**src/design/crf_pkg.sv**
```systemverilog
package crf_pkg;

	// ========================================
	// filter modes
	typedef enum logic [1:0] {
		CRF_MODE_TWO32 = 2'b00,
		CRF_MODE_FOUR16 = 2'b01,
		CRF_MODE_EIGHT8 = 2'b10,
		CRF_MODE_CLOSED = 2'b11
	} crf_mode_t;

	// ========================================
	// identifier register image field layout (32-bit bank view)
	localparam int CRF_BANK_W = 32;
	localparam int CRF_NUM_REGS = 8;
	localparam int CRF_HIT_W = 3;
	localparam logic [CRF_HIT_W-1:0] CRF_HIT_RESET = 3'h0;
	localparam int CRF_EXT_SRR_BIT = 20;
	localparam int CRF_EXT_IDE_BIT = 19;
	localparam int CRF_EXT_RTR_BIT = 0;
	localparam int CRF_STD_RTR_BIT = 20;
	localparam int CRF_STD_IDE_BIT = 19;

	// ========================================
	// a received frame as it leaves the background buffer
	typedef struct packed {
		logic [CRF_BANK_W-1:0] id_image;
		logic [3:0] dlc;
		logic [63:0] data;
		logic [CRF_HIT_W-1:0] hit;
	} crf_frame_t;

	localparam int CRF_FRAME_W = $bits(crf_frame_t);
	localparam int CRF_FIFO_DEPTH = 8;

endpackage

```
**src/design/crf_fifo.sv**
```systemverilog
`timescale 1ns/1ps
module crf_fifo #(
	parameter int WIDTH = crf_pkg::CRF_FRAME_W,
	parameter int DEPTH = crf_pkg::CRF_FIFO_DEPTH
) (
	input wire logic clk,
	input wire logic nrst,
	input wire logic in_valid,
	output logic in_ready,
	input wire logic [WIDTH-1:0] in_data,
	output logic out_valid,
	input wire logic out_ready,
	output logic [WIDTH-1:0] out_data
);
	localparam int AW = (DEPTH > 1) ? $clog2(DEPTH) : 1;

	initial begin
		if (DEPTH < 2 || (1 << AW) != DEPTH)
			$error("crf_fifo depth must be a power of two of at least 2");
	end

	logic [WIDTH-1:0] mem [DEPTH];
	logic [AW:0] wr_ptr_reg;
	logic [AW:0] rd_ptr_reg;
	logic empty;
	logic full;
	logic push;
	logic pop;

	assign empty = (wr_ptr_reg == rd_ptr_reg);
	assign full = (wr_ptr_reg[AW-1:0] == rd_ptr_reg[AW-1:0]) && (wr_ptr_reg[AW] != rd_ptr_reg[AW]);
	assign in_ready = !full;
	assign out_valid = !empty;
	assign push = in_valid && !full;
	assign pop = out_ready && !empty;
	// head shown without delay; the top registers it before software sees it
	assign out_data = mem[rd_ptr_reg[AW-1:0]];

	// ========================================
	// pointers
	always_ff @(posedge clk or negedge nrst) begin
		if (!nrst) begin
			wr_ptr_reg <= '0;
			rd_ptr_reg <= '0;
		end else begin
			if (push)
				wr_ptr_reg <= wr_ptr_reg + 1'b1;
			if (pop)
				rd_ptr_reg <= rd_ptr_reg + 1'b1;
		end
	end

	// ========================================
	// storage
	always_ff @(posedge clk) begin
		if (push)
			mem[wr_ptr_reg[AW-1:0]] <= in_data;
	end
endmodule

```
**src/design/crf_filter.sv**
```systemverilog
`timescale 1ns/1ps
module crf_filter (
	input wire logic [31:0] id_image,
	input wire logic [31:0] code_bank,
	input wire logic [31:0] mask_bank,
	input wire logic [1:0] lanes,
	input wire logic [31:0] lane_sel,
	output logic hit
);
	// one filter: bits with mask set are don't care
	logic [31:0] diff;

	assign diff = (id_image ^ code_bank) & ~mask_bank & lane_sel;
	assign hit = (lanes != 2'b00) && (diff == 32'h0000_0000);
endmodule

```
**src/design/crf_rx_top.sv**
```systemverilog
`timescale 1ns/1ps
// Functional notes
// - own sent frame caught in background buffer; not stored, flagged, or acked
// - loopback mode: own frames treated like any received frame
// - lost arbitration: keep receiving the winning frame normally
// - rejected or erroneous frame in background buffer is overwritten, never stored
// - full fifo plus new accepted frame: drop it, pulse overrun if enabled
// - fifo full: transmit unaffected, incoming frames dropped
// - freed fifo slot resumes acceptance with no software action
// - code registers define accepted standard or extended identifier pattern
// - mask bit set excludes that identifier bit from comparison
// - filter hit shown by rx full flag set to one
// - three-bit hit index reports accepting filter section
// - several hits: lowest numbered section is reported
// - four filter modes differing in filter count and width
// - two-filter extended: 29 id bits plus rtr, ide, srr compared
// - two-filter standard: 11 id bits plus rtr, ide compared
// - two-filter: regs 0-3 give hit 0, regs 4-7 give hit 1
module crf_rx_top #(
	parameter int DEPTH = crf_pkg::CRF_FIFO_DEPTH
) (
	input wire logic clk,
	input wire logic nrst,
	input wire logic frame_start,
	input wire logic frame_end,
	input wire logic frame_error,
	input wire logic [31:0] frame_id_image,
	input wire logic [3:0] frame_dlc,
	input wire logic [63:0] frame_data,
	input wire logic transmitting,
	input wire logic arb_lost,
	input wire logic loopback,
	input wire logic overrun_irq_en,
	input wire crf_pkg::crf_mode_t filter_mode,
	input wire logic [63:0] acceptance_code_regs,
	input wire logic [63:0] acceptance_mask_regs,
	input wire logic rx_full_clear,
	output logic ack_enable,
	output logic rx_full_flag,
	output logic [2:0] filter_hit_index,
	output logic [3:0] rx_dlc,
	output logic [63:0] rx_data,
	output logic [31:0] rx_id_image,
	output logic overrun_pulse,
	output logic [3:0] frames_stored
);
	initial begin
		if (DEPTH != crf_pkg::CRF_FIFO_DEPTH)
			$error("crf_rx_top supports a fifo depth of eight frames");
	end

	// ========================================
	// background buffer and own-frame tracking
	crf_pkg::crf_frame_t background_rx_buffer_reg;
	logic own_frame_reg;
	logic bg_valid_reg;
	logic own_frame_next;

	// own frame only while we still hold the bus; losing arbitration makes us a receiver
	assign own_frame_next = transmitting && !arb_lost && !loopback;

	always_ff @(posedge clk or negedge nrst) begin
		if (!nrst) begin
			own_frame_reg <= 1'b0;
		end else if (frame_start) begin
			own_frame_reg <= own_frame_next;
		end else if (arb_lost) begin
			own_frame_reg <= 1'b0;
		end
	end

	// no ack for own frames, except in loopback
	assign ack_enable = !own_frame_reg;

	// ========================================
	// acceptance filter
	logic [7:0] hits;
	logic [31:0] code_bank [8];
	logic [31:0] mask_bank [8];
	logic [31:0] lane_sel [8];
	logic [1:0] lanes [8];
	logic [31:0] img;
	logic is_ext;

	assign img = frame_id_image;
	assign is_ext = frame_id_image[crf_pkg::CRF_EXT_IDE_BIT];

	// per filter, pick the code/mask slice and the compared lanes by mode
	always_comb begin
		for (int i = 0; i < 8; i++) begin
			code_bank[i] = 32'h0000_0000;
			mask_bank[i] = 32'hffff_ffff;
			lane_sel[i] = 32'h0000_0000;
			lanes[i] = 2'b00;
		end
		case (filter_mode)
			crf_pkg::CRF_MODE_TWO32: begin
				for (int i = 0; i < 2; i++) begin
					code_bank[i] = acceptance_code_regs[i*32 +: 32];
					mask_bank[i] = acceptance_mask_regs[i*32 +: 32];
					lanes[i] = 2'b11;
					// extended: all 32 image bits (29 id, srr, ide, rtr)
					// standard: 11 id bits, rtr, ide in the top 13 bits
					lane_sel[i] = is_ext ? 32'hffff_ffff : 32'hffe0_0000 | 32'h0018_0000;
				end
			end
			crf_pkg::CRF_MODE_FOUR16: begin
				for (int i = 0; i < 4; i++) begin
					code_bank[i] = {2{acceptance_code_regs[i*16 +: 16]}};
					mask_bank[i] = {2{acceptance_mask_regs[i*16 +: 16]}};
					lanes[i] = 2'b10;
					lane_sel[i] = 32'hffff_0000;
				end
			end
			crf_pkg::CRF_MODE_EIGHT8: begin
				for (int i = 0; i < 8; i++) begin
					code_bank[i] = {4{acceptance_code_regs[i*8 +: 8]}};
					mask_bank[i] = {4{acceptance_mask_regs[i*8 +: 8]}};
					lanes[i] = 2'b01;
					lane_sel[i] = 32'hff00_0000;
				end
			end
			default: begin
				// closed: nothing passes
			end
		endcase
	end

	genvar g;
	generate
		for (g = 0; g < 8; g++) begin : gen_filt
			crf_filter u_filt (
				.id_image(img),
				.code_bank(code_bank[g]),
				.mask_bank(mask_bank[g]),
				.lanes(lanes[g]),
				.lane_sel(lane_sel[g]),
				.hit(hits[g])
			);
		end
	endgenerate

	logic any_hit;
	logic [2:0] hit_index;

	assign any_hit = |hits;

	// lowest section wins on multiple hits
	always_comb begin
		hit_index = crf_pkg::CRF_HIT_RESET;
		for (int i = 7; i >= 0; i--) begin
			if (hits[i])
				hit_index = 3'(i);
		end
	end

	// ========================================
	// background buffer capture
	always_ff @(posedge clk or negedge nrst) begin
		if (!nrst) begin
			background_rx_buffer_reg <= '0;
			bg_valid_reg <= 1'b0;
		end else begin
			bg_valid_reg <= 1'b0;
			if (frame_end) begin
				// always overwritten, good or bad, own or foreign
				background_rx_buffer_reg.id_image <= frame_id_image;
				background_rx_buffer_reg.dlc <= frame_dlc;
				background_rx_buffer_reg.data <= frame_data;
				background_rx_buffer_reg.hit <= hit_index;
				// only an error-free accepted foreign frame moves on
				bg_valid_reg <= !frame_error && any_hit && !own_frame_reg;
			end
		end
	end

	// ========================================
	// receive fifo
	logic fifo_in_ready;
	logic fifo_out_valid;
	logic push;
	logic pop;
	crf_pkg::crf_frame_t fifo_out;

	assign push = bg_valid_reg && fifo_in_ready;
	assign pop = rx_full_clear && fifo_out_valid;

	crf_fifo #(
		.WIDTH(crf_pkg::CRF_FRAME_W),
		.DEPTH(DEPTH)
	) u_fifo (
		.clk(clk),
		.nrst(nrst),
		.in_valid(bg_valid_reg),
		.in_ready(fifo_in_ready),
		.in_data(background_rx_buffer_reg),
		.out_valid(fifo_out_valid),
		.out_ready(rx_full_clear),
		.out_data(fifo_out)
	);

	// ========================================
	// overrun and occupancy
	always_ff @(posedge clk or negedge nrst) begin
		if (!nrst) begin
			overrun_pulse <= 1'b0;
		end else begin
			// frame dropped here; transmit path is never touched
			overrun_pulse <= bg_valid_reg && !fifo_in_ready && overrun_irq_en;
		end
	end

	always_ff @(posedge clk or negedge nrst) begin
		if (!nrst) begin
			frames_stored <= 4'h0;
		end else if (push && !pop) begin
			frames_stored <= frames_stored + 4'h1;
		end else if (pop && !push) begin
			frames_stored <= frames_stored - 4'h1;
		end
	end

	// ========================================
	// software view: oldest frame
	assign rx_full_flag = fifo_out_valid;

	always_ff @(posedge clk or negedge nrst) begin
		if (!nrst) begin
			filter_hit_index <= crf_pkg::CRF_HIT_RESET;
			rx_dlc <= 4'h0;
			rx_data <= 64'h0;
			rx_id_image <= 32'h0;
		end else begin
			filter_hit_index <= fifo_out.hit;
			rx_dlc <= fifo_out.dlc;
			rx_data <= fifo_out.data;
			rx_id_image <= fifo_out.id_image;
		end
	end
endmodule

```
**config.mk**
```make
export PLATFORM = sky130hd
export DESIGN_NAME = crf_rx_top
export DESIGN_NICKNAME = d
export VERILOG_FILES = /design/src/design/crf_pkg.sv /design/src/design/crf_fifo.sv /design/src/design/crf_filter.sv /design/src/design/crf_rx_top.sv
export SDC_FILE = /design/constraint.sdc
export NUM_CORES = 1
export LEC_CHECK = 0
export BUFFER_PORTS_ARGS = -buffer_cell sky130_fd_sc_hd__buf_2
export CAP_MARGIN = 10
export CORE_MARGIN = 5
export CORE_UTILIZATION = 25
export CTS_CLUSTER_DIAMETER = 120
export DETAILED_ROUTE_END_ITERATION = 16
export GPL_TIMING_DRIVEN = 0
export PLACE_DENSITY = 0.44
export SLEW_MARGIN = 20
export SYNTH_ARGS = -nofsm -noshare
export SYNTH_HDL_FRONTEND = slang
export SYNTH_SLANG_ARGS = --single-unit
```
**constraint.sdc**
```tcl
create_clock -name clk -period 9.67 [get_ports clk]
set_input_delay 0.4835 -clock clk [delete_from_list [all_inputs] [get_ports clk]]
set_output_delay 0.4835 -clock clk [all_outputs]
set_load 0.1 [all_outputs]
```
### Word-level counts from Yosys, hierarchy flattened

Memory sizes are Yosys's and may differ from the RTL's. A register that Yosys moved wholly into a read port is not among the register bits.
Index checks and enable logic that the tools add are counted.
W data, S select, Z words.

* add/subtract/negate cells: 4
* equality and inequality tests: 5
* muxes and demuxes: 28
* bitwise operators: 32
* reductions and logical operators: 48

Operators with widths (number)
* $pmux W64 S3: 3
* $and A32 B32 Y32: 16
* $mux W128: 3
* $pmux W64 S2: 3
* $logic_not A32 Y1: 8
* $not A32 Y32: 8
* $xor A32 B32 Y32: 8
* $mux W3: 8
* $reduce_bool A2 Y1: 10
* $logic_and A1 B1 Y1: 19
* $mux W19: 1
* $add A4 B1 Y4 const B: 3
* $pmux W4 S3: 1
* $logic_not A1 Y1: 9
* $mux W4: 2
* $pmux W4 S2: 1
* $reduce_or A8 Y1: 1
* $mux W7: 1
* $mux W1: 5
* $eq A4 B4 Y1: 1
* $sub A4 B1 Y4 const B: 1
* $eq A3 B3 Y1: 1
* $eq A2 B1 Y1 const B: 1
* $eq A2 B2 Y1 const B: 1
* other kinds (2): 2

* bits in registers: 118
* RAM bits: 824
* input port bits: 240
* output and inout bits: 110
* logic and storage cells: 128
* memories: 1

Memory list
* u_fifo.mem: depth 8, width 103, read ports 1, clocked after memory_dff 1, wr ports 1, line crf_fifo.sv:22 `logic [WIDTH-1:0] mem [DEPTH];`

### Depth between registers and ports, before layout

* depth after elaboration: 15
* gate-level depth with buffers: 15
* mapped depth without buffers: 12

### By module

Synthesis repeated with hierarchy kept, for this count alone.

* cells, all modules: 2808
* area, all modules: 46234.3 um^2

By module, submodules not included
* crf_fifo: times used 1, cells each 1249, area an instance 31569.0 um^2, seq. area each 24943.9 um^2
* crf_rx_top: times used 1, cells each 951, area an instance 9890.7 um^2, seq. area each 5330.1 um^2
* crf_filter: times used 8, cells each 76, area an instance 596.8 um^2, seq. area each 0.0 um^2

### Worst setup path before layout

No wires, ideal clock.

* path type: flip-flop to flip-flop
* start: reg u_fifo.wr_ptr_reg[0]
* end: mem u_fifo.mem[0][0] (netlist name), enable pin
* library setup time: 691 ps
* data arrival time: 8300 ps
* data required time: 8979 ps
* path slack: 679 ps
* stages on the path, launching flop included: 9
* path buffers: 2
* clock period less this slack: 8991 ps
* cells stage by stage: dfrtp_1 clkbuf_1 xor2_1 nor3_1 nand2_1 and2_1 clkbuf_1 nand2b_1 nor3_1

* cells in the longest elaborated chain, start to end: 6

RTL lines
* start: declaration: line crf_fifo.sv:23 `logic [AW:0] wr_ptr_reg;`
* start signal: assignment: line crf_fifo.sv:47 `wr_ptr_reg <= wr_ptr_reg + 1'b1;`
* $eq A3 B3 Y1: line crf_fifo.sv:31 `assign full = (wr_ptr_reg[AW-1:0] == rd_ptr_reg[AW-1:0]) && (wr_ptr_reg[AW] != rd_ptr_reg[AW]);`
* $logic_and A1 B1 Y1: line crf_fifo.sv:31
* $logic_not A1 Y1
* $logic_and A1 B1 Y1
* named net push: line crf_rx_top.sv:181 `logic push;`
* $mux W1: line crf_fifo.sv:56 `if (push)`
* $mux W1 (not written as such): line crf_fifo.sv:57 `mem[wr_ptr_reg[AW-1:0]] <= in_data;`
* end: declaration: line crf_fifo.sv:22

The timed path passes the listed nets, and every way through them passes these cells.

### Worst setup path in the final report

* start: in filter_mode[0]
* end: reg background_rx_buffer_reg[0] (netlist name)

* cells in the longest elaborated chain, start to end: 15
* elaborated cells between the ends (all ways): 79
* classes of those cells: eq/ne: 2; mux: 20; bitwise: 32; reduce/logical: 25

RTL lines
* start: declaration: line crf_rx_top.sv:34 `input wire crf_pkg::crf_mode_t filter_mode,`
* $eq A2 B2 Y1: line crf_rx_top.sv:96 `case (filter_mode)`
* $mux W128: line crf_rx_top.sv:96
* $xor A32 B32 Y32 / $not A32 Y32 (equally long branches): line crf_filter.sv:13 `assign diff = (id_image ^ code_bank) & ~mask_bank & lane_sel;`
* $and A32 B32 Y32 (2 in a row): line crf_filter.sv:13
* $logic_not A32 Y1: line crf_filter.sv:14 `assign hit = (lanes != 2'b00) && (diff == 32'h0000_0000);`
* $logic_and A1 B1 Y1: line crf_filter.sv:14
* $mux W3 (7 in a row): line crf_rx_top.sv:152 `if (hits[i])`
* $mux W3 *: line crf_rx_top.sv:152
* end: declaration: line crf_rx_top.sv:54 `crf_pkg::crf_frame_t background_rx_buffer_reg;`

Mark *: on every way between the ends. The rest lies on a longest branch, timed or not.
A chain may end at the register's enable or synchronous reset.

==> qor.csv <==
stage;metric;value;unit
status;outcome;completed;
placement;GPL Wtd Cong;0.930;
sta;slew of the pin with the lowest slew margin;1.15;ns
sta;RSZ-0062 raised after global routing;false;
clock_network;clk_lat worst skew;0.75;ns
clock_network;# H-tree levels;3;
synth;Synth Flop Type;edfxtp_1;
synth;Ys Warns;0;
grt;Total GRT Usage;16.2;%
critical_path;Crit path max-delay family;buffers and inverters;
clock_network;post-CTS setup buffer count;0;
sta;final hold vios;0;
synth;number of synthesized register bits;1045;
placement;port buffer count;336;
sta;setup TNS;0;ns
cells_and_area;most frequent cells in the layout;edfxtp_1 (824), buf_2 (362), dfrtp_1 (221);
pwr;Power Density;281;mW/mm^2
clock_network;CTS buffer count;109;
clock_network;CTS max path bufs;3;
grt;initial antenna violation count;29;
critical_path;most frequent CP cell;buf_2;
synth;sequential-to-total area share from yosys stat;72.1;%
placement;DP HPWL;104000;um
routing;vias;23827;
floorplan;Chip Width;420;um
routing;DR WL/cell;28.5;um
grt;first-pass GRT wire length;202000;um
critical_path;Max FO, Critical Path;10;
critical_path;Crit path arrival time;4.99;ns
cells_and_area;commonest non-fill, non-tap cell in the layout;edfxtp_1;
floorplan;Starting Density;25.1;%
cells_and_area;Filler cells;16310;
floorplan;CORE AREA;0.167;sq mm
floorplan;I/O pin cnt;350;
critical_path;slowest stage cell, crit path;clkbuf_1;
synth;average cell area after synthesis;19.5;sq um
routing;final WL;144000;um
routing;antenna-violating nets left;0;
grt;GRT overflow;0;
synth;Synth async-reset ratio;21.1;%
synth;synthesized netlist cell count;2153;
synth;Post-Syn Nets;2404;
synth;Post-synth EDFFs;824;
clock_network;CTS tree;built;
sta;worst rel slew slack;23.2;%
pwr;leakage;17.8;nW
sta;Slew Viols, Final;0;
clock_network;Post-CTS Resized;0;
cells_and_area;fin nets;2998;
sta;Hold WS;0.0577;ns
clock_network;Worst-path clk slew;0.06;ns
placement;dpl ws;4.59;ns
floorplan;total die area;0.176;sq mm
critical_path;startpoint types;input pin;
critical_path;Worst Path Buf+Inv;7;
routing;DR iter-0 viols;1946;
routing;Vias/cell;4.72;
clock_network;CTS Sinks;1045;
cells_and_area;ratio of cells with drive above 1 in the final layout;37.0;%
sta;setup violators final;0;
pwr;maximum vdd ir drop;0.204;mV
critical_path;kind of critical path;in2reg;
floorplan;cell row count;150;
floorplan;die height;420;um
sta;Tcrit/Tclk final;45.5;%
critical_path;largest stage delay on the critical path;0.72;ns
hold_path;Worst Hold Class;in2reg;
flow_run;Max Cap Viol;0;
critical_path;crit end category;register;
grt;vias in the first global route;25668;
critical_path;worst path cell trace;buf_2 -> inv_1 -> ha_1 -> buf_6 -> buf_2 -> buf_2 -> buf_2 -> clkbuf_1 -> o21ai_0 -> nor3_1 -> o211ai_1 -> a21oi_1 -> o21ai_0 -> a31o_2;
clock_network;clock root buffer;clkbuf_16;
sta;maximum clock rate;227;MHz
routing;DRC errors left;0;
sta;setup ws final;5.27;ns
sta;minimum clock period;4.40;ns
synth;Netlist cell types;62;
clock_network;Hold-fix buffers, CTS;64;
sta;worst clock skew;0.0642;ns
grt;largest net degree at the start of global routing;83;
cells_and_area;max reg flops;824;
synth;Cell Area, Synth;0.0420;sq mm
routing;drt first pass iters;7;
cells_and_area;Area Overhead vs Synth;24.5;%
critical_path;critical path data required time;10.26;ns
[cells in the mapped netlist (all sizes together) (7+ instances only)]
library cell | number | area [sq um]
a221oi | 14 | 123
inv | 10 | 37.5
edfxtp | 824 | 24700
xor2 | 44 | 385
ha | 10 | 125
mux2 | 208 | 2340
a31oi | 9 | 56.3
a21o | 11 | 82.6
nor4 | 7 | 43.8
mux4 | 206 | 4640
o22ai | 15 | 93.8
a21oi | 46 | 230
a22o | 15 | 131
o21ai | 13 | 65.1
a22oi | 74 | 556
clkbuf | 79 | 297
buf | 59 | 302
a222oi | 38 | 380
nand3 | 17 | 85.1
dfrtp | 221 | 5530
xnor2 | 87 | 762
nand2 | 32 | 120
o31ai | 8 | 60.1
nor2 | 13 | 48.8
nor3 | 13 | 65.1
[cell families after synthesis]
kind of cell / Yosys count / synth area share [%]
flops: 1045 / 72.1
mux: 416 / 16.7
compound gates: 284 / 5.11
buf+inv: 148 / 1.51
xor+xnor: 131 / 2.73
simple gates: 118 / 1.46
fa+ha+maj: 11 / 0.346
[report_power, final]
group | switching (W) | internal (W)
Clock | 0.00178 | 0.00253
Combinational | 0.00336 | 0.00152
Sequential | 0.000235 | 0.00526
Total | 0.00537 | 0.00930
[cell type report]
type | count | area [sq um] | share of cell area (%)
well taps | 2204 | 2760 | 5.28
inverters | 10 | 37.5 | 0.0719
repair buffers | 483 | 3680 | 7.05
clock buffers | 156 | 3000 | 5.75
clock inverters | 50 | 739 | 1.42
plain buffers | 138 | 619 | 1.19
flip-flops and latches | 1045 | 30300 | 58.0
multi-input cells | 960 | 11100 | 21.3
diodes | 2 | 5.00 | 0.00958
[layer usage]
metal / track usage, % / wire length (um) / vias to the layer above
li1: - / - / 10032
met1: 20.3 / 59100 / 12641
met2: 28.8 / 73300 / 909
met3: 2.83 / 7470 / 241
met4: 4.88 / 4150 / 4
met5: 0 / 39 / -
[per-stage QoR]
| stage | instance area, sq um | util (%) | instances | total power (W) |
|---|---|---|---|---|
| final | 52200 | 31.3 | 5048 | 0.0147 |
| after global routing | 52200 | 31.3 | 5046 | 0.0153 |
| after CTS | 52200 | 31.2 | 5044 | 0.0150 |
| after detailed placement | 47800 | 28.6 | 4774 | 0.0106 |
| after global placement | 46400 | 27.8 | 4693 | 0.0105 |
| after floorplan | 42000 | - | 2153 | 0.00911 |
[path summary, 6_finish.rpt]
check                                      from                           end  slack, ns  cells past startpoint
max                              filter_mode[0]   background_rx_buffer_reg[0]       5.27                     14
min                              frame_data[48]  background_rx_buffer_reg[51]       0.06                      2
max reg2reg                u_fifo.rd_ptr_reg[2]             u_fifo.mem[2][51]       5.31                     15
min reg2reg                    frames_stored[3]              frames_stored[3]       0.47                      1
max in group asynchronous                  nrst               rx_id_image[12]       8.37                      4
min in group asynchronous                  nrst  background_rx_buffer_reg[23]       0.17                      2
Note: power is estimated with default switching activity, not from simulation.
